--- src/hw/dds_serial_load_pkg.sv ---
package dds_serial_load_pkg;
   // serial word layout
   localparam int WORD_BITS = 16;
   localparam int CMD_MSB = 15;
   localparam int CMD_LSB = 12;
   localparam int ADDR_MSB = 11;
   localparam int ADDR_LSB = 8;
   localparam int CTRL_A_BIT = 13;
   localparam int CTRL_B_BIT = 12;
   localparam int CTRL_C_BIT = 11;
   localparam int SEL_FREQ_BIT = 11;
   localparam int SEL_PHASE_MSB = 10;
   localparam int SEL_PHASE_LSB = 9;
   localparam logic [4:0] BIT_COUNT_FULL = 5'h10;
   localparam logic [4:0] BIT_COUNT_LAST = 5'h0F;

   // commands in the top four bits
   localparam logic [3:0] CMD_DEFER = 4'h0;
   localparam logic [3:0] CMD_DIRECT = 4'h1;
   localparam logic [3:0] CMD_SELECT = 4'h2;
   localparam logic [1:0] CMD_SYNC_SOURCE = 2'h2;
   localparam logic [1:0] CMD_SLEEP_RESET = 2'h3;

   // destination index (address bits 3:1); address bit 0 picks the byte
   localparam logic [2:0] DEST_FIRST_PHASE = 3'h4;

   // phase path
   localparam int ACC_BITS = 32;
   localparam int PHASE_BITS = 12;
   localparam int SYNC_STAGES = 2;

   // values after reset
   localparam logic RESET_BIT_RST = 1'b1;
   localparam logic SLEEP_RST = 1'b0;
   localparam logic [2:0] SERIAL_PINS_RST = 3'h4;
   localparam logic [2:0] SELECT_PINS_RST = 3'h0;

   // register map, byte addresses
   localparam logic [7:0] OFS_STATUS = 8'h00;
   localparam logic [7:0] OFS_FREQ0 = 8'h04;
   localparam logic [7:0] OFS_FREQ1 = 8'h08;
   localparam logic [7:0] OFS_PHASE01 = 8'h0C;
   localparam logic [7:0] OFS_PHASE23 = 8'h10;
   localparam logic [7:0] OFS_DEFER_DATA = 8'h14;
   localparam logic [7:0] OFS_WORD_INJECT = 8'h18;
   localparam logic [7:0] OFS_ACCUM = 8'h1C;

   // status fields
   localparam int ST_SELECT_SOURCE = 0;
   localparam int ST_CLOCK_ALIGN = 1;
   localparam int ST_SLEEP = 2;
   localparam int ST_RESET_BIT = 3;
   localparam int ST_SEL_FREQ = 4;
   localparam int ST_SEL_PHASE_LSB = 5;
   localparam int ST_INJECT_BUSY = 7;
   localparam int ST_DROP_LSB = 8;
endpackage
--- src/hw/dds_pin_sync.sv ---
`timescale 1ns/1ps
module dds_pin_sync #(
   parameter int WIDTH = 3,
   parameter logic [WIDTH-1:0] RST_VAL = '0
) (
   input wire logic clk,               // master clock
   input wire logic arst_n,            // async reset, active low
   input wire logic ce,                // clock enable
   input wire logic [WIDTH-1:0] d,     // asynchronous pins
   output logic [WIDTH-1:0] q          // synchronised copy
);
   typedef struct packed {
      logic [WIDTH-1:0] s1;
      logic [WIDTH-1:0] s2;
   } state_s;

   state_s s;
   state_s next_s;

   // first stage feeds only the second stage
   always_comb begin
      next_s.s1 = d;
      next_s.s2 = s.s1;
   end

   always_ff @(posedge clk or negedge arst_n) begin
      if (!arst_n) begin
         s <= {RST_VAL, RST_VAL};
      end else if (ce) begin
         s <= next_s;
      end
   end

   assign q = s.s2;
endmodule // dds_pin_sync

--- src/hw/dds_serial_load_control.sv ---
`timescale 1ns/1ps
// Notes on behaviour
// one frame carries exactly one 16-bit word, frame sync low throughout
// bits taken on serial clock falling edges after frame start, MSB first
// host raises frame sync after sixteen falling edges
// serial clock may run freely or idle high or low
// data word: command nibble, destination address nibble, data byte
// deferred write fills one defer byte only
// direct write fills defer byte, copies defer to data, destination next
// host writes deferred then direct; later direct-only updates allowed
// host zeroes top four bits for twelve-bit phase registers
// frequency words held as independent upper and lower halves
// selection from pins when select_source 0, from bits when 1
// clear forces select_source and clock_align_enable to zero
// transfers follow the sixteenth falling edge, destination one clock later
// clock alignment adds a two-stage pipeline before transfers take effect
// clock alignment resamples select pins, otherwise bypassed
// select pin change reaches output after six, or eight aligned, clocks
// write to selected register reaches output after six or eight clocks; frequency register writes take seven or nine
// reset bit zeroes accumulator, leaves frequency and phase registers
// host holds reset, clears, loads registers, then releases reset
// output resumes six clocks after reset bit is cleared
// frequency is clock times tuning word over 2^32, phase 2pi/4096 steps
// host must write control word to enable alignment or bit selection
// command 10 sets clock_align_enable from bit 13, select_source bit 12
// command 11 sets sleep bit 13, reset bit 12, clear bit 11
// sleep stops the phase path; awake runs normally
// phase offset added to accumulator top bits, twelve-bit table address
// partial word at frame end is discarded without any transfer
module dds_serial_load_control (
   input wire logic CLK,                   // master clock, 25 MHz
   input wire logic ARST_N,                // async reset, active low
   input wire logic CE,                    // clock enable, freezes state low
   input wire logic FRAME_SYNC_N,          // serial frame, active low
   input wire logic SERIAL_CLOCK,          // serial bit clock
   input wire logic SERIAL_DATA_IN,        // serial data
   input wire logic FREQ_REG_SELECT,       // frequency register select pin
   input wire logic PHASE_SELECT_LO,       // phase select pin, low bit
   input wire logic PHASE_SELECT_HI,       // phase select pin, high bit
   input wire logic PSEL,                  // apb select
   input wire logic PENABLE,               // apb enable
   input wire logic PWRITE,                // apb direction
   input wire logic [7:0] PADDR,           // apb byte address
   input wire logic [31:0] PWDATA,         // apb write data
   output logic [31:0] PRDATA,             // apb read data
   output logic PREADY,                    // apb ready
   output logic PSLVERR,                   // apb error, unmapped address
   output logic [11:0] PHASE_ADDR,         // sine table address
   output logic POWER_DOWN                 // sleep state
);
   typedef struct packed {
      logic sclk_prev;
      logic [4:0] bit_cnt;
      logic [15:0] shift;
      logic [1:0] pipe_v;
      logic [1:0][15:0] pipe_w;
      logic [15:0] defer;
      logic [15:0] data;
      logic dest_pending;
      logic [2:0] dest_idx;
      logic [3:0][15:0] freq_half;
      logic [3:0][11:0] phase;
      logic fsel_bit;
      logic [1:0] psel_bit;
      logic clock_align_enable;
      logic select_source;
      logic sleep;
      logic reset_bit;
      logic [1:0][2:0] pin_pipe;
      logic sel_freq;
      logic [1:0] sel_phase;
      logic [1:0] sel_phase_d;
      logic [31:0] acc;
      logic [11:0] phase_sum;
      logic [11:0] phase_out;
      logic [7:0] drop_cnt;
      logic [31:0] rdata;
      logic rd_ready;
      logic inject_v;
      logic [15:0] inject_w;
   } state_s;

   state_s s;
   state_s next_s;
   logic [2:0] ser_pins;
   logic [2:0] sel_pins;

   function automatic logic [31:0] freq_of(input logic [3:0][15:0] h,
                                           input logic f);
      freq_of = f ? {h[3], h[2]} : {h[1], h[0]};
   endfunction

   function automatic logic addr_ok(input logic [7:0] a);
      addr_ok = (a[1:0] == 2'h0) && (a <= dds_serial_load_pkg::OFS_ACCUM);
   endfunction

   dds_pin_sync #(
      .WIDTH(3),
      .RST_VAL(dds_serial_load_pkg::SERIAL_PINS_RST)
   ) u_serial_sync (
      .clk(CLK),
      .arst_n(ARST_N),
      .ce(CE),
      .d({FRAME_SYNC_N, SERIAL_CLOCK, SERIAL_DATA_IN}),
      .q(ser_pins)
   );

   dds_pin_sync #(
      .WIDTH(3),
      .RST_VAL(dds_serial_load_pkg::SELECT_PINS_RST)
   ) u_select_sync (
      .clk(CLK),
      .arst_n(ARST_N),
      .ce(CE),
      .d({PHASE_SELECT_HI, PHASE_SELECT_LO, FREQ_REG_SELECT}),
      .q(sel_pins)
   );

   always_comb begin
      logic fall;
      logic in_v;
      logic app_v;
      logic [15:0] in_w;
      logic [15:0] app_w;
      logic [15:0] nd;
      logic [3:0] cmd;
      logic [2:0] pin_sel;
      logic [2:0] choose;
      logic [31:0] rd;
      fall = 1'b0;
      in_v = 1'b0;
      app_v = 1'b0;
      in_w = '0;
      app_w = '0;
      nd = '0;
      cmd = '0;
      pin_sel = '0;
      choose = '0;
      rd = '0;
      next_s = s;

      // serial shift register on synchronised falling edges
      fall = s.sclk_prev & ~ser_pins[1];
      next_s.sclk_prev = ser_pins[1];
      if (ser_pins[2]) begin
         if ((s.bit_cnt != 5'h00) &&
             (s.bit_cnt < dds_serial_load_pkg::BIT_COUNT_FULL)) begin
            next_s.drop_cnt = s.drop_cnt + 8'h01;
         end
         next_s.bit_cnt = '0;
      end else if (fall &&
                   (s.bit_cnt < dds_serial_load_pkg::BIT_COUNT_FULL)) begin
         next_s.shift = {s.shift[14:0], ser_pins[0]};
         next_s.bit_cnt = s.bit_cnt + 5'h01;
         if (s.bit_cnt == dds_serial_load_pkg::BIT_COUNT_LAST) begin
            in_v = 1'b1;
            in_w = {s.shift[14:0], ser_pins[0]};
         end
      end

      // injected word waits while a serial word completes
      if (!in_v && s.inject_v) begin
         in_v = 1'b1;
         in_w = s.inject_w;
         next_s.inject_v = 1'b0;
      end

      // optional two-stage alignment pipeline
      if (s.clock_align_enable) begin
         next_s.pipe_v = {s.pipe_v[0], in_v};
         next_s.pipe_w = {s.pipe_w[0], in_w};
         app_v = s.pipe_v[1];
         app_w = s.pipe_w[1];
      end else begin
         next_s.pipe_v = '0;
         app_v = in_v;
         app_w = in_w;
      end

      // data register to destination, one clock after the transfer
      next_s.dest_pending = 1'b0;
      if (s.dest_pending) begin
         if (s.dest_idx < dds_serial_load_pkg::DEST_FIRST_PHASE) begin
            next_s.freq_half[s.dest_idx[1:0]] = s.data;
         end else begin
            next_s.phase[s.dest_idx[1:0]] = s.data[11:0];
         end
      end

      // word decode
      cmd = app_w[dds_serial_load_pkg::CMD_MSB:dds_serial_load_pkg::CMD_LSB];
      nd = s.defer;
      if (app_w[dds_serial_load_pkg::ADDR_LSB]) begin
         nd[15:8] = app_w[7:0];
      end else begin
         nd[7:0] = app_w[7:0];
      end
      if (app_v) begin
         if (cmd[3:2] == dds_serial_load_pkg::CMD_SYNC_SOURCE) begin
            next_s.clock_align_enable =
               app_w[dds_serial_load_pkg::CTRL_A_BIT];
            next_s.select_source = app_w[dds_serial_load_pkg::CTRL_B_BIT];
         end else if (cmd[3:2] == dds_serial_load_pkg::CMD_SLEEP_RESET) begin
            next_s.sleep = app_w[dds_serial_load_pkg::CTRL_A_BIT];
            next_s.reset_bit = app_w[dds_serial_load_pkg::CTRL_B_BIT];
            if (app_w[dds_serial_load_pkg::CTRL_C_BIT]) begin
               next_s.clock_align_enable = 1'b0;
               next_s.select_source = 1'b0;
            end
         end else if (cmd == dds_serial_load_pkg::CMD_DEFER) begin
            next_s.defer = nd;
         end else if (cmd == dds_serial_load_pkg::CMD_DIRECT) begin
            next_s.defer = nd;
            next_s.data = nd;
            next_s.dest_pending = 1'b1;
            next_s.dest_idx = app_w[dds_serial_load_pkg::ADDR_MSB:
                                    dds_serial_load_pkg::ADDR_LSB + 1];
         end else if (cmd == dds_serial_load_pkg::CMD_SELECT) begin
            next_s.fsel_bit = app_w[dds_serial_load_pkg::SEL_FREQ_BIT];
            next_s.psel_bit = app_w[dds_serial_load_pkg::SEL_PHASE_MSB:
                                    dds_serial_load_pkg::SEL_PHASE_LSB];
         end
      end

      // register selection source
      next_s.pin_pipe = {s.pin_pipe[0], sel_pins};
      pin_sel = s.clock_align_enable ? s.pin_pipe[1] : sel_pins;
      choose = s.select_source ? {s.psel_bit, s.fsel_bit} : pin_sel;
      next_s.sel_freq = choose[0];
      next_s.sel_phase = choose[2:1];
      next_s.sel_phase_d = s.sel_phase;

      // phase path; sleep freezes it, but the reset bit still zeroes the accumulator
      if (s.reset_bit) begin
         next_s.acc = '0;
      end else if (!s.sleep) begin
         next_s.acc = s.acc + freq_of(s.freq_half, s.sel_freq);
      end
      if (!s.sleep) begin
         next_s.phase_sum = s.acc[31:20] + s.phase[s.sel_phase_d];
         next_s.phase_out = s.phase_sum;
      end

      // apb read capture during the setup cycle
      if (PSEL && !s.rd_ready) begin
         if (PADDR == dds_serial_load_pkg::OFS_STATUS) begin
            rd[dds_serial_load_pkg::ST_SELECT_SOURCE] = s.select_source;
            rd[dds_serial_load_pkg::ST_CLOCK_ALIGN] = s.clock_align_enable;
            rd[dds_serial_load_pkg::ST_SLEEP] = s.sleep;
            rd[dds_serial_load_pkg::ST_RESET_BIT] = s.reset_bit;
            rd[dds_serial_load_pkg::ST_SEL_FREQ] = s.sel_freq;
            rd[dds_serial_load_pkg::ST_SEL_PHASE_LSB +: 2] = s.sel_phase;
            rd[dds_serial_load_pkg::ST_INJECT_BUSY] = s.inject_v;
            rd[dds_serial_load_pkg::ST_DROP_LSB +: 8] = s.drop_cnt;
         end else if (PADDR == dds_serial_load_pkg::OFS_FREQ0) begin
            rd = freq_of(s.freq_half, 1'b0);
         end else if (PADDR == dds_serial_load_pkg::OFS_FREQ1) begin
            rd = freq_of(s.freq_half, 1'b1);
         end else if (PADDR == dds_serial_load_pkg::OFS_PHASE01) begin
            rd = {4'h0, s.phase[1], 4'h0, s.phase[0]};
         end else if (PADDR == dds_serial_load_pkg::OFS_PHASE23) begin
            rd = {4'h0, s.phase[3], 4'h0, s.phase[2]};
         end else if (PADDR == dds_serial_load_pkg::OFS_DEFER_DATA) begin
            rd = {s.data, s.defer};
         end else if (PADDR == dds_serial_load_pkg::OFS_WORD_INJECT) begin
            rd = {16'h0000, s.inject_w};
         end else if (PADDR == dds_serial_load_pkg::OFS_ACCUM) begin
            rd = s.acc;
         end
         next_s.rdata = rd;
         next_s.rd_ready = 1'b1;
      end
      // capture holds through wait states; cleared when the transfer ends
      if (!PSEL || (PENABLE && PREADY)) begin
         next_s.rd_ready = 1'b0;
      end

      // apb write: only the inject register is writable
      if (PSEL && PENABLE && PWRITE &&
          (PADDR == dds_serial_load_pkg::OFS_WORD_INJECT) && !s.inject_v) begin
         next_s.inject_v = 1'b1;
         next_s.inject_w = PWDATA[15:0];
      end
   end

   always_ff @(posedge CLK or negedge ARST_N) begin
      if (!ARST_N) begin
         s <= '0;
         s.reset_bit <= dds_serial_load_pkg::RESET_BIT_RST;
         s.sleep <= dds_serial_load_pkg::SLEEP_RST;
      end else if (CE) begin
         s <= next_s;
      end
   end

   // writes to the inject register stall while an injected word is pending
   assign PREADY = CE & (PWRITE ?
      !((PADDR == dds_serial_load_pkg::OFS_WORD_INJECT) && s.inject_v) :
      s.rd_ready);
   assign PSLVERR = PSEL & PENABLE & !addr_ok(PADDR);
   assign PRDATA = s.rdata;
   assign PHASE_ADDR = s.phase_out;
   assign POWER_DOWN = s.sleep;
endmodule // dds_serial_load_control

--- config.mk ---
export PLATFORM = sky130hd
export DESIGN_NAME = dds_serial_load_control
export DESIGN_NICKNAME = d
export VERILOG_FILES = /design/src/hw/dds_serial_load_pkg.sv /design/src/hw/dds_pin_sync.sv /design/src/hw/dds_serial_load_control.sv
export SDC_FILE = /design/constraint.sdc
export NUM_CORES = 1
export LEC_CHECK = 0
export ABC_AREA = 1
export BUFFER_PORTS_ARGS = -buffer_cell sky130_fd_sc_hd__buf_2
export CAP_MARGIN = 20
export CORE_MARGIN = 5
export CORE_UTILIZATION = 66
export CTS_BUF_LIST = sky130_fd_sc_hd__clkbuf_4 sky130_fd_sc_hd__clkbuf_8 sky130_fd_sc_hd__clkbuf_16
export DETAILED_ROUTE_END_ITERATION = 8
export GPL_TIMING_DRIVEN = 0
export PLACE_DENSITY = 0.91
export SLEW_MARGIN = 40
export SYNTH_ARGS = -nofsm -noshare
export SYNTH_HDL_FRONTEND = slang
export SYNTH_SLANG_ARGS = --single-unit
--- constraint.sdc ---
create_clock -name CLK -period 4.4 [get_ports CLK]
set_input_delay 0.88 -clock CLK [delete_from_list [all_inputs] [get_ports CLK]]
set_output_delay 0.88 -clock CLK [all_outputs]
set_load 0.01 [all_outputs]
==> flow_metrics.tcl, run 1 <==
set metrics [dict create \
    async_flop_share_pct 100 \
    grt_pass1_vias 18822 \
    ys_warn_count 0 \
    leakage_nw 11.0 \
    die_w_um 180 \
    dr.pass1.iters 6 \
    syn-cell-area_um2 19100 \
    hold_viol_final 0 \
    cts_root_buf "clkbuf_16" \
    route.met3.wl_um 6550 \
    grt_usage_pct 40.9 \
    hp-class "input port to async pin" \
    drt-total-wl_um 67500 \
    finalSetupViolCount 0 \
    syn_inst 2576 \
    final.period_utilization_pct 90.4 \
    syn_area_per_cell_um2 7.42 \
    num_rows 62 \
    cts_max_path_buffers 3 \
    cp-end-kind "flip-flop" \
    status "completed" \
    antenna_found_initial 0 \
    drc_errors 0 \
    dp_slack_ns 0.601 \
    worstPathRequired_ns 4.82 \
    clock.fmax_ghz 0.251 \
    wire_per_inst_um 21.7 \
    dieArea_um2 32500 \
    clk_latency_ns 0.54 \
    overflow 0 \
    die_h_um 180 \
    ant_nets 0 \
    first_iter_violations 2502 \
    vdd_ir_drop_max_v 0.000413 \
    period_minus_slack_ns 3.98 \
    post_cts_resized 0 \
    syn_nets 2676 \
    diodes 0 \
    drt-met1-wl_um 24700 \
    yosysUniqueCellTypes 47 \
    final_max_slew_viol_count 0 \
    crit_type "flip-flop to flip-flop" \
    fin_ws_ns 0.422 \
    grt_max_degree 80 \
    start_util_pct 66.8 \
    layout-drive-gt1-share_pct 10.7 \
    worst_pin_slew_ns 0.836 \
    dpl.hpwl_um 49300 \
    nets 2803 \
    num_vias 19132 \
    area_growth_pct 12.2 \
    relSlewSlack_pct 44.2 \
    h-tree-depth 2 \
    yosys_register_bits 347 \
    post_cts_buffers 0 \
    finClkSkew_ns 0.0235 \
    p_per_area_nw_per_um2 346 \
    hold_buffers 0 \
    cts_tree "done" \
    synth-main-ff-cell "dfrtp_1" \
    port_buffers 82 \
    grt_pass1_wl_um 104000 \
    met2_length_um 30600 \
    gp_congestion 1.08 \
    worst_setup_path_start_kind "flip-flop" \
    num_io_pins 99 \
    crit_fanout 10 \
    cts_made_buffers 39 \
    rsz0062_at_grt "no" \
    via_per_inst 6.14 \
    top_layer "met4" \
    arrival_ns 4.40 \
    core-area_um2 28600 \
    power_mw 7.43 \
    max_cap_viol_count 0 \
    cts.clk_slew.worst_paths_ns 0.06 \
    synth_edf_count 0 \
    ys_seq_area_share_pct 45.4 \
    clock_sinks 347 \
]
-- worst paths after layout --
kind                       startpoint                       to  slack [ns]  depth (start not counted)
min reg2reg                     s[56]                    s[56]        0.47                          1
min                            ARST_N                   s[112]        0.26                          1
min in group CLK                s[56]                    s[56]        0.47                          1
max reg2reg                    s[118]                   s[112]        0.42                         17
max in group asynchronous      ARST_N  u_serial_sync.next_s[2]        2.99                          3
max                            s[118]                   s[112]        0.42                         17
-- routing by layer --
layer / track usage, % / vias up
met1: 50.7 / 8939
met5: 0 / -
met2: 64.5 / 1348
li1: - / 8517
met3: 8.09 / 328
met4: 28.5 / 0
-- flip-flops by register name, summed over array words and instances, names as in the netlist --
| signal | flops |
|---|---|
| s | 285 |
| POWER_DOWN | 1 |
| next_s | 5 |
| PRDATA | 32 |
| u_serial_sync.next_s | 3 |
| u_select_sync.next_s | 3 |
| PHASE_ADDR | 12 |
| u_select_sync.q | 3 |
| u_serial_sync.q | 3 |
-- layout by cell type, fill, tap and decap left out, types with 9 or more instances in the layout --
cell type    n
a21oi_1    120
buf_2      109
buf_4       48
clkbuf_1    71
clkbuf_16   40
clkbuf_4    10
clkinv_2     9
dfrtp_1    344
ha_1        46
inv_1      226
mux2_1       9
nand2_1    867
nand3_1    150
nand3_2     15
nand4_1     19
nor2_1     178
o21ai_0    316
o22ai_1     20
or2_2        9
xor2_1      14
-- metrics by stage --
stage / std cells / cell area (um2) / hold WS [ns] / util [%] / TNS, ns
after floorplan: 2576 / 19100 / 0.442 / - / 0
after detailed placement: 3046 / 20100 / 0.459 / 70.3 / 0
final: 3118 / 21400 / 0.256 / 74.9 / 0
after global placement: 3042 / 20000 / 0.454 / 69.9 / -1384.39
after CTS: 3118 / 21400 / 0.274 / 74.9 / 0
after global routing: 3118 / 21400 / 0.287 / 74.9 / 0
-- cells in the mapped netlist (4+ instances only) --
cell	instances	area (um2)
a21oi_1	120	601
buf_2	28	140
buf_4	48	360
clkbuf_1	71	267
dfrtp_1	344	8610
ha_1	46	576
inv_1	226	848
inv_2	7	26.3
mux2_1	9	101
mux2_2	7	78.8
nand2_1	867	3250
nand3_1	150	751
nand3_2	15	150
nand3b_1	5	37.5
nand4_1	19	119
nor2_1	178	668
nor2_2	4	25.0
nor2_4	5	56.3
nor3_1	8	40.0
o211ai_1	5	37.5
o21ai_0	316	1580
o21ai_1	7	35.0
o21bai_1	7	52.6
o22ai_1	20	125
or2_2	9	56.3
xnor2_1	6	52.6
xor2_1	14	123
-- where the power goes --
group / leakage, nW / total [mW] / switching [mW] / internal (mW)
Sequential: 4.60 / 3.44 / 0.114 / 3.33
Combinational: 5.74 / 0.642 / 0.436 / 0.205
Clock: 0.669 / 3.35 / 1.37 / 1.98
-- kinds of logic after synthesis --
| kind of cell | after synthesis | share of synthesized area [%] |
|---|---|---|
| mux | 16 | 0.943 |
| buf+inv | 389 | 8.94 |
| flops | 347 | 45.4 |
| compound gates | 487 | 13.2 |
| fa+ha+maj | 48 | 3.22 |
| simple gates | 1269 | 27.3 |
| xor+xnor | 20 | 0.916 |
-- area by class of cell --
type / instances / area (um2)
Clock inverter: 15 / 146
Multi-Input combinational cell: 1840 / 8720
Inverter: 235 / 882
Timing Repair Buffer: 86 / 531
Buffer: 154 / 827
Fill cell: 2076 / 7180
Sequential cell: 347 / 8690
Clock buffer: 57 / 1170
Tap cell: 384 / 480
-- critical path: stages, from the launching register on --
cell	delay, ns
dfrtp_1	0.32
clkbuf_1	0.42
clkbuf_1	0.65
nand2_1	0.10
nand2_1	0.17
ha_1	0.24
inv_1	0.09
fa_1	0.41
nor2_1	0.12
nor2_1	0.10
o21ai_0	0.52
nand2_1	0.11
nand2_1	0.20
nand2_1	0.14
nand2_1	0.09
nand2_1	0.05
nand3_1	0.07
nand2_1	0.05
Power figures use the tool's default switching activity.
==> inputs of run 2 (changes only) <==
--- a/config.mk
+++ b/config.mk
@@ -6,15 +6,16 @@
 export NUM_CORES = 1
 export LEC_CHECK = 0
 export ABC_AREA = 1
-export BUFFER_PORTS_ARGS = -buffer_cell sky130_fd_sc_hd__buf_2
 export CAP_MARGIN = 20
 export CORE_MARGIN = 5
-export CORE_UTILIZATION = 66
+export CORE_UTILIZATION = 58
 export CTS_BUF_LIST = sky130_fd_sc_hd__clkbuf_4 sky130_fd_sc_hd__clkbuf_8 sky130_fd_sc_hd__clkbuf_16
 export DETAILED_ROUTE_END_ITERATION = 8
+export DONT_BUFFER_PORTS = 1
 export GPL_TIMING_DRIVEN = 0
-export PLACE_DENSITY = 0.91
+export PLACE_DENSITY = 0.82
 export SLEW_MARGIN = 40
 export SYNTH_ARGS = -nofsm -noshare
 export SYNTH_HDL_FRONTEND = slang
+export SYNTH_HIERARCHICAL = 1
 export SYNTH_SLANG_ARGS = --single-unit
==> constraint.sdc (replaced) <==
create_clock -name CLK -period 3.3 [get_ports CLK]
set_input_delay 0.66 -clock CLK [delete_from_list [all_inputs] [get_ports CLK]]
set_output_delay 0.66 -clock CLK [all_outputs]
set_load 0.01 [all_outputs]
==> run 2 against run 1 <==
Effect of this change:
- critical path type unchanged
- clock skew shrank 0.0028 ns
- synthesized area shrank 0.11%
- final area shrank 2.0%
- register-to-register slack lost 0.30 ns
- global-route usage shrank 5.4 points
- flip-flop and latch count is the same
- largest power group unchanged
- non-clock buffer count shrank 90
- first-iteration DRC count shrank 16%
- the run now ends with negative hold slack left
==> flow_metrics.tcl, run 2 <==
set metrics [dict create \
    status "finished with violations" \
    violations "negative hold slack" \
    syn_area_per_cell_um2 7.39 \
    port_buffers 0 \
    finClkSkew_ns 0.0206 \
    cts_made_buffers 39 \
    clk_latency_ns 0.55 \
    ys_seq_area_share_pct 45.5 \
    ys_warn_count 6 \
    worstPathRequired_ns 3.72 \
    synth.top_cells.by_count "nand2_1 (879), dfrtp_1 (344), o21ai_0 (304)" \
    finalSetupViolCount 0 \
    drt-total-wl_um 64100 \
    critical_path.startpoint "s[118]" \
    fin_ws_ns 0.120 \
    h-tree-depth 2 \
    max_cap_viol_count 0 \
    post_cts_buffers 0 \
    dpl.hpwl_um 47900 \
    worst_pin_slew_ns 1.28 \
    hp-class "input port to async pin" \
    syn_inst 2583 \
    dieArea_um2 36700 \
    cp-end-kind "flip-flop" \
    top_register "s" \
    netlist_top_cells_area "dfrtp_1 (45%), nand2_1 (17%), o21ai_0 (8.0%)" \
    ant_nets 0 \
    fillers 2950 \
    first_iter_violations 2114 \
    syn-cell-area_um2 19100 \
    layout_commonest_cell "nand2_1" \
    via_per_inst 5.86 \
    final.period_utilization_pct 96.4 \
    die_h_um 191 \
    grt_usage_pct 35.4 \
    clock.fmax_ghz 0.314 \
    grt_pass1_wl_um 100000 \
    synth.most_common_cell "nand2_1" \
    power_mw 9.89 \
    grt_max_degree 348 \
    dr.pass1.iters 6 \
    diodes 0 \
    num_rows 66 \
    period_minus_slack_ns 3.18 \
    rsz0062_at_grt "no" \
    die_w_um 191 \
    antenna_found_initial 0 \
    drc_errors 0 \
    yosys.area.top_type "dfrtp_1" \
    worst_setup_path_start_kind "flip-flop" \
    synth-main-ff-cell "dfrtp_1" \
    p_per_area_nw_per_um2 471 \
    layout-drive-gt1-share_pct 7.96 \
    core-area_um2 32500 \
    cts_max_path_buffers 3 \
    gp_congestion 1.00 \
    crit_type "flip-flop to flip-flop" \
    syn_nets 2683 \
    cts.clk_slew.worst_paths_ns 0.06 \
    vdd_ir_drop_max_v 0.000492 \
    wire_per_inst_um 20.7 \
    start_util_pct 58.7 \
    grt_pass1_vias 17766 \
    nets 2722 \
    arrival_ns 3.60 \
    hold_viol_final 102 \
    leakage_nw 10.7 \
    final_cell_mix "nand2_1 (879), dfrtp_1 (343), o21ai_0 (302), inv_1 (225), nor2_1 (178)" \
    num_vias 18127 \
    r2r_start "s[118]" \
    synth_top_area_share_pct 45.1 \
    clock_sinks 347 \
    final_max_slew_viol_count 0 \
    cts_tree "done" \
    cts_root_buf "clkbuf_16" \
    synth_edf_count 0 \
    crit_fanout 10 \
    area_growth_pct 10.0 \
    largest_reg_flops 285 \
    setup_tns_ns 0 \
    fin_hold_ws_ns -0.186 \
    overflow 0 \
    async_flop_share_pct 100 \
    relSlewSlack_pct 14.9 \
    yosysUniqueCellTypes 48 \
    yosys_register_bits 347 \
    reg2regPathDepth 16 \
    dp_slack_ns -0.659 \
    num_io_pins 99 \
]
==> run 2: changes by cell type after synthesis, moves of 7 or more <==
cell     change
o21ai_0     -12
nand3_1     +19
nand2_1     +12
nand3_2     -11
o21ai_1      -7
mux2_1       -8
a21oi_1      +7
==> run 2: worst max-delay path, cell delays in order, from the launching register on <==
cell and delay, ns:
dfrtp_2 0.54, clkbuf_2 0.38, nand2_1 0.08, nand2_1 0.16, ha_1 0.22, inv_1 0.09
fa_1 0.40, nor2_1 0.11, nor2_1 0.10, o21ai_2 0.28, nand2_1 0.08, nand2_1 0.19
nand2_1 0.10, nand2_1 0.07, nand2_1 0.05, nand3_1 0.13, nand2_1 0.07
==> run 2: kinds of logic after synthesis <==
| kind of cell | Yosys count | synth area share (%) |
|---|---|---|
| fa+ha+maj | 48 | 3.22 |
| flops | 347 | 45.5 |
| buf+inv | 387 | 8.90 |
| compound gates | 477 | 13.0 |
| simple gates | 1292 | 27.7 |
| mux | 13 | 0.767 |
| xor+xnor | 19 | 0.871 |
==> run 2: worst paths after layout <==
| kind | slack [ns] | end |
|---|---|---|
| worst min register to register | 0.46 | u_serial_sync/next_s[2] |
| min in group CLK | 0.19 | u_serial_sync/next_s[2] |
| worst min-delay path | -0.19 | s[112] |
| worst max-delay path | 0.12 | s[100] |
| worst max register to register | 0.12 | s[100] |
| max in group asynchronous | 2.41 | s[118] |
==> run 2: power breakdown <==
part | total, mW | switching, mW | internal, mW | leakage [nW]
clock network | 4.58 | 1.82 | 2.76 | 0.673
logic | 0.690 | 0.454 | 0.235 | 5.41
registers | 4.61 | 0.153 | 4.46 | 4.57
total | 9.89 | 2.43 | 7.46 | 10.7
==> run 2: timing repair <==
| item | in CTS | in global routing |
|---|---|---|
| endpoints found under the hold margin | 344 | 344 |
| setup endpoints to repair | 16 | 21 |
| gates resized for setup | 3 | 12 |
==> run 2: stage by stage <==
step | std cells | utilization, % | area (um2)
after global routing | 3094 | 64.6 | 21000
after floorplan | 2583 | - | 19100
after detailed placement | 3025 | 60.4 | 19600
final | 3094 | 64.6 | 21000
after CTS | 3095 | 64.5 | 21000
after global placement | 3025 | 60.4 | 19600
==> run 2: cell type report <==
class,instances,area [um2],share of cell area [%]
plain buffers,150,818,3.89
clock buffers,55,1150,5.48
clock inverters,16,203,0.965
inverters,235,882,4.20
multi-input cells,1849,8710,41.5
flip-flops and latches,347,8690,41.4
well taps,442,553,2.63
==> run 2: metal layers <==
metal  part of all wire (%)  track usage (%)  up-vias  wire length, um
li1                       -                -     8364                -
met1                     39             46.1     8583            24800
met2                     45             56.3      951            29000
met3                    9.6             7.23      229             6190
met4                    6.5             18.7        0             4140
met5                      0                0        -                0
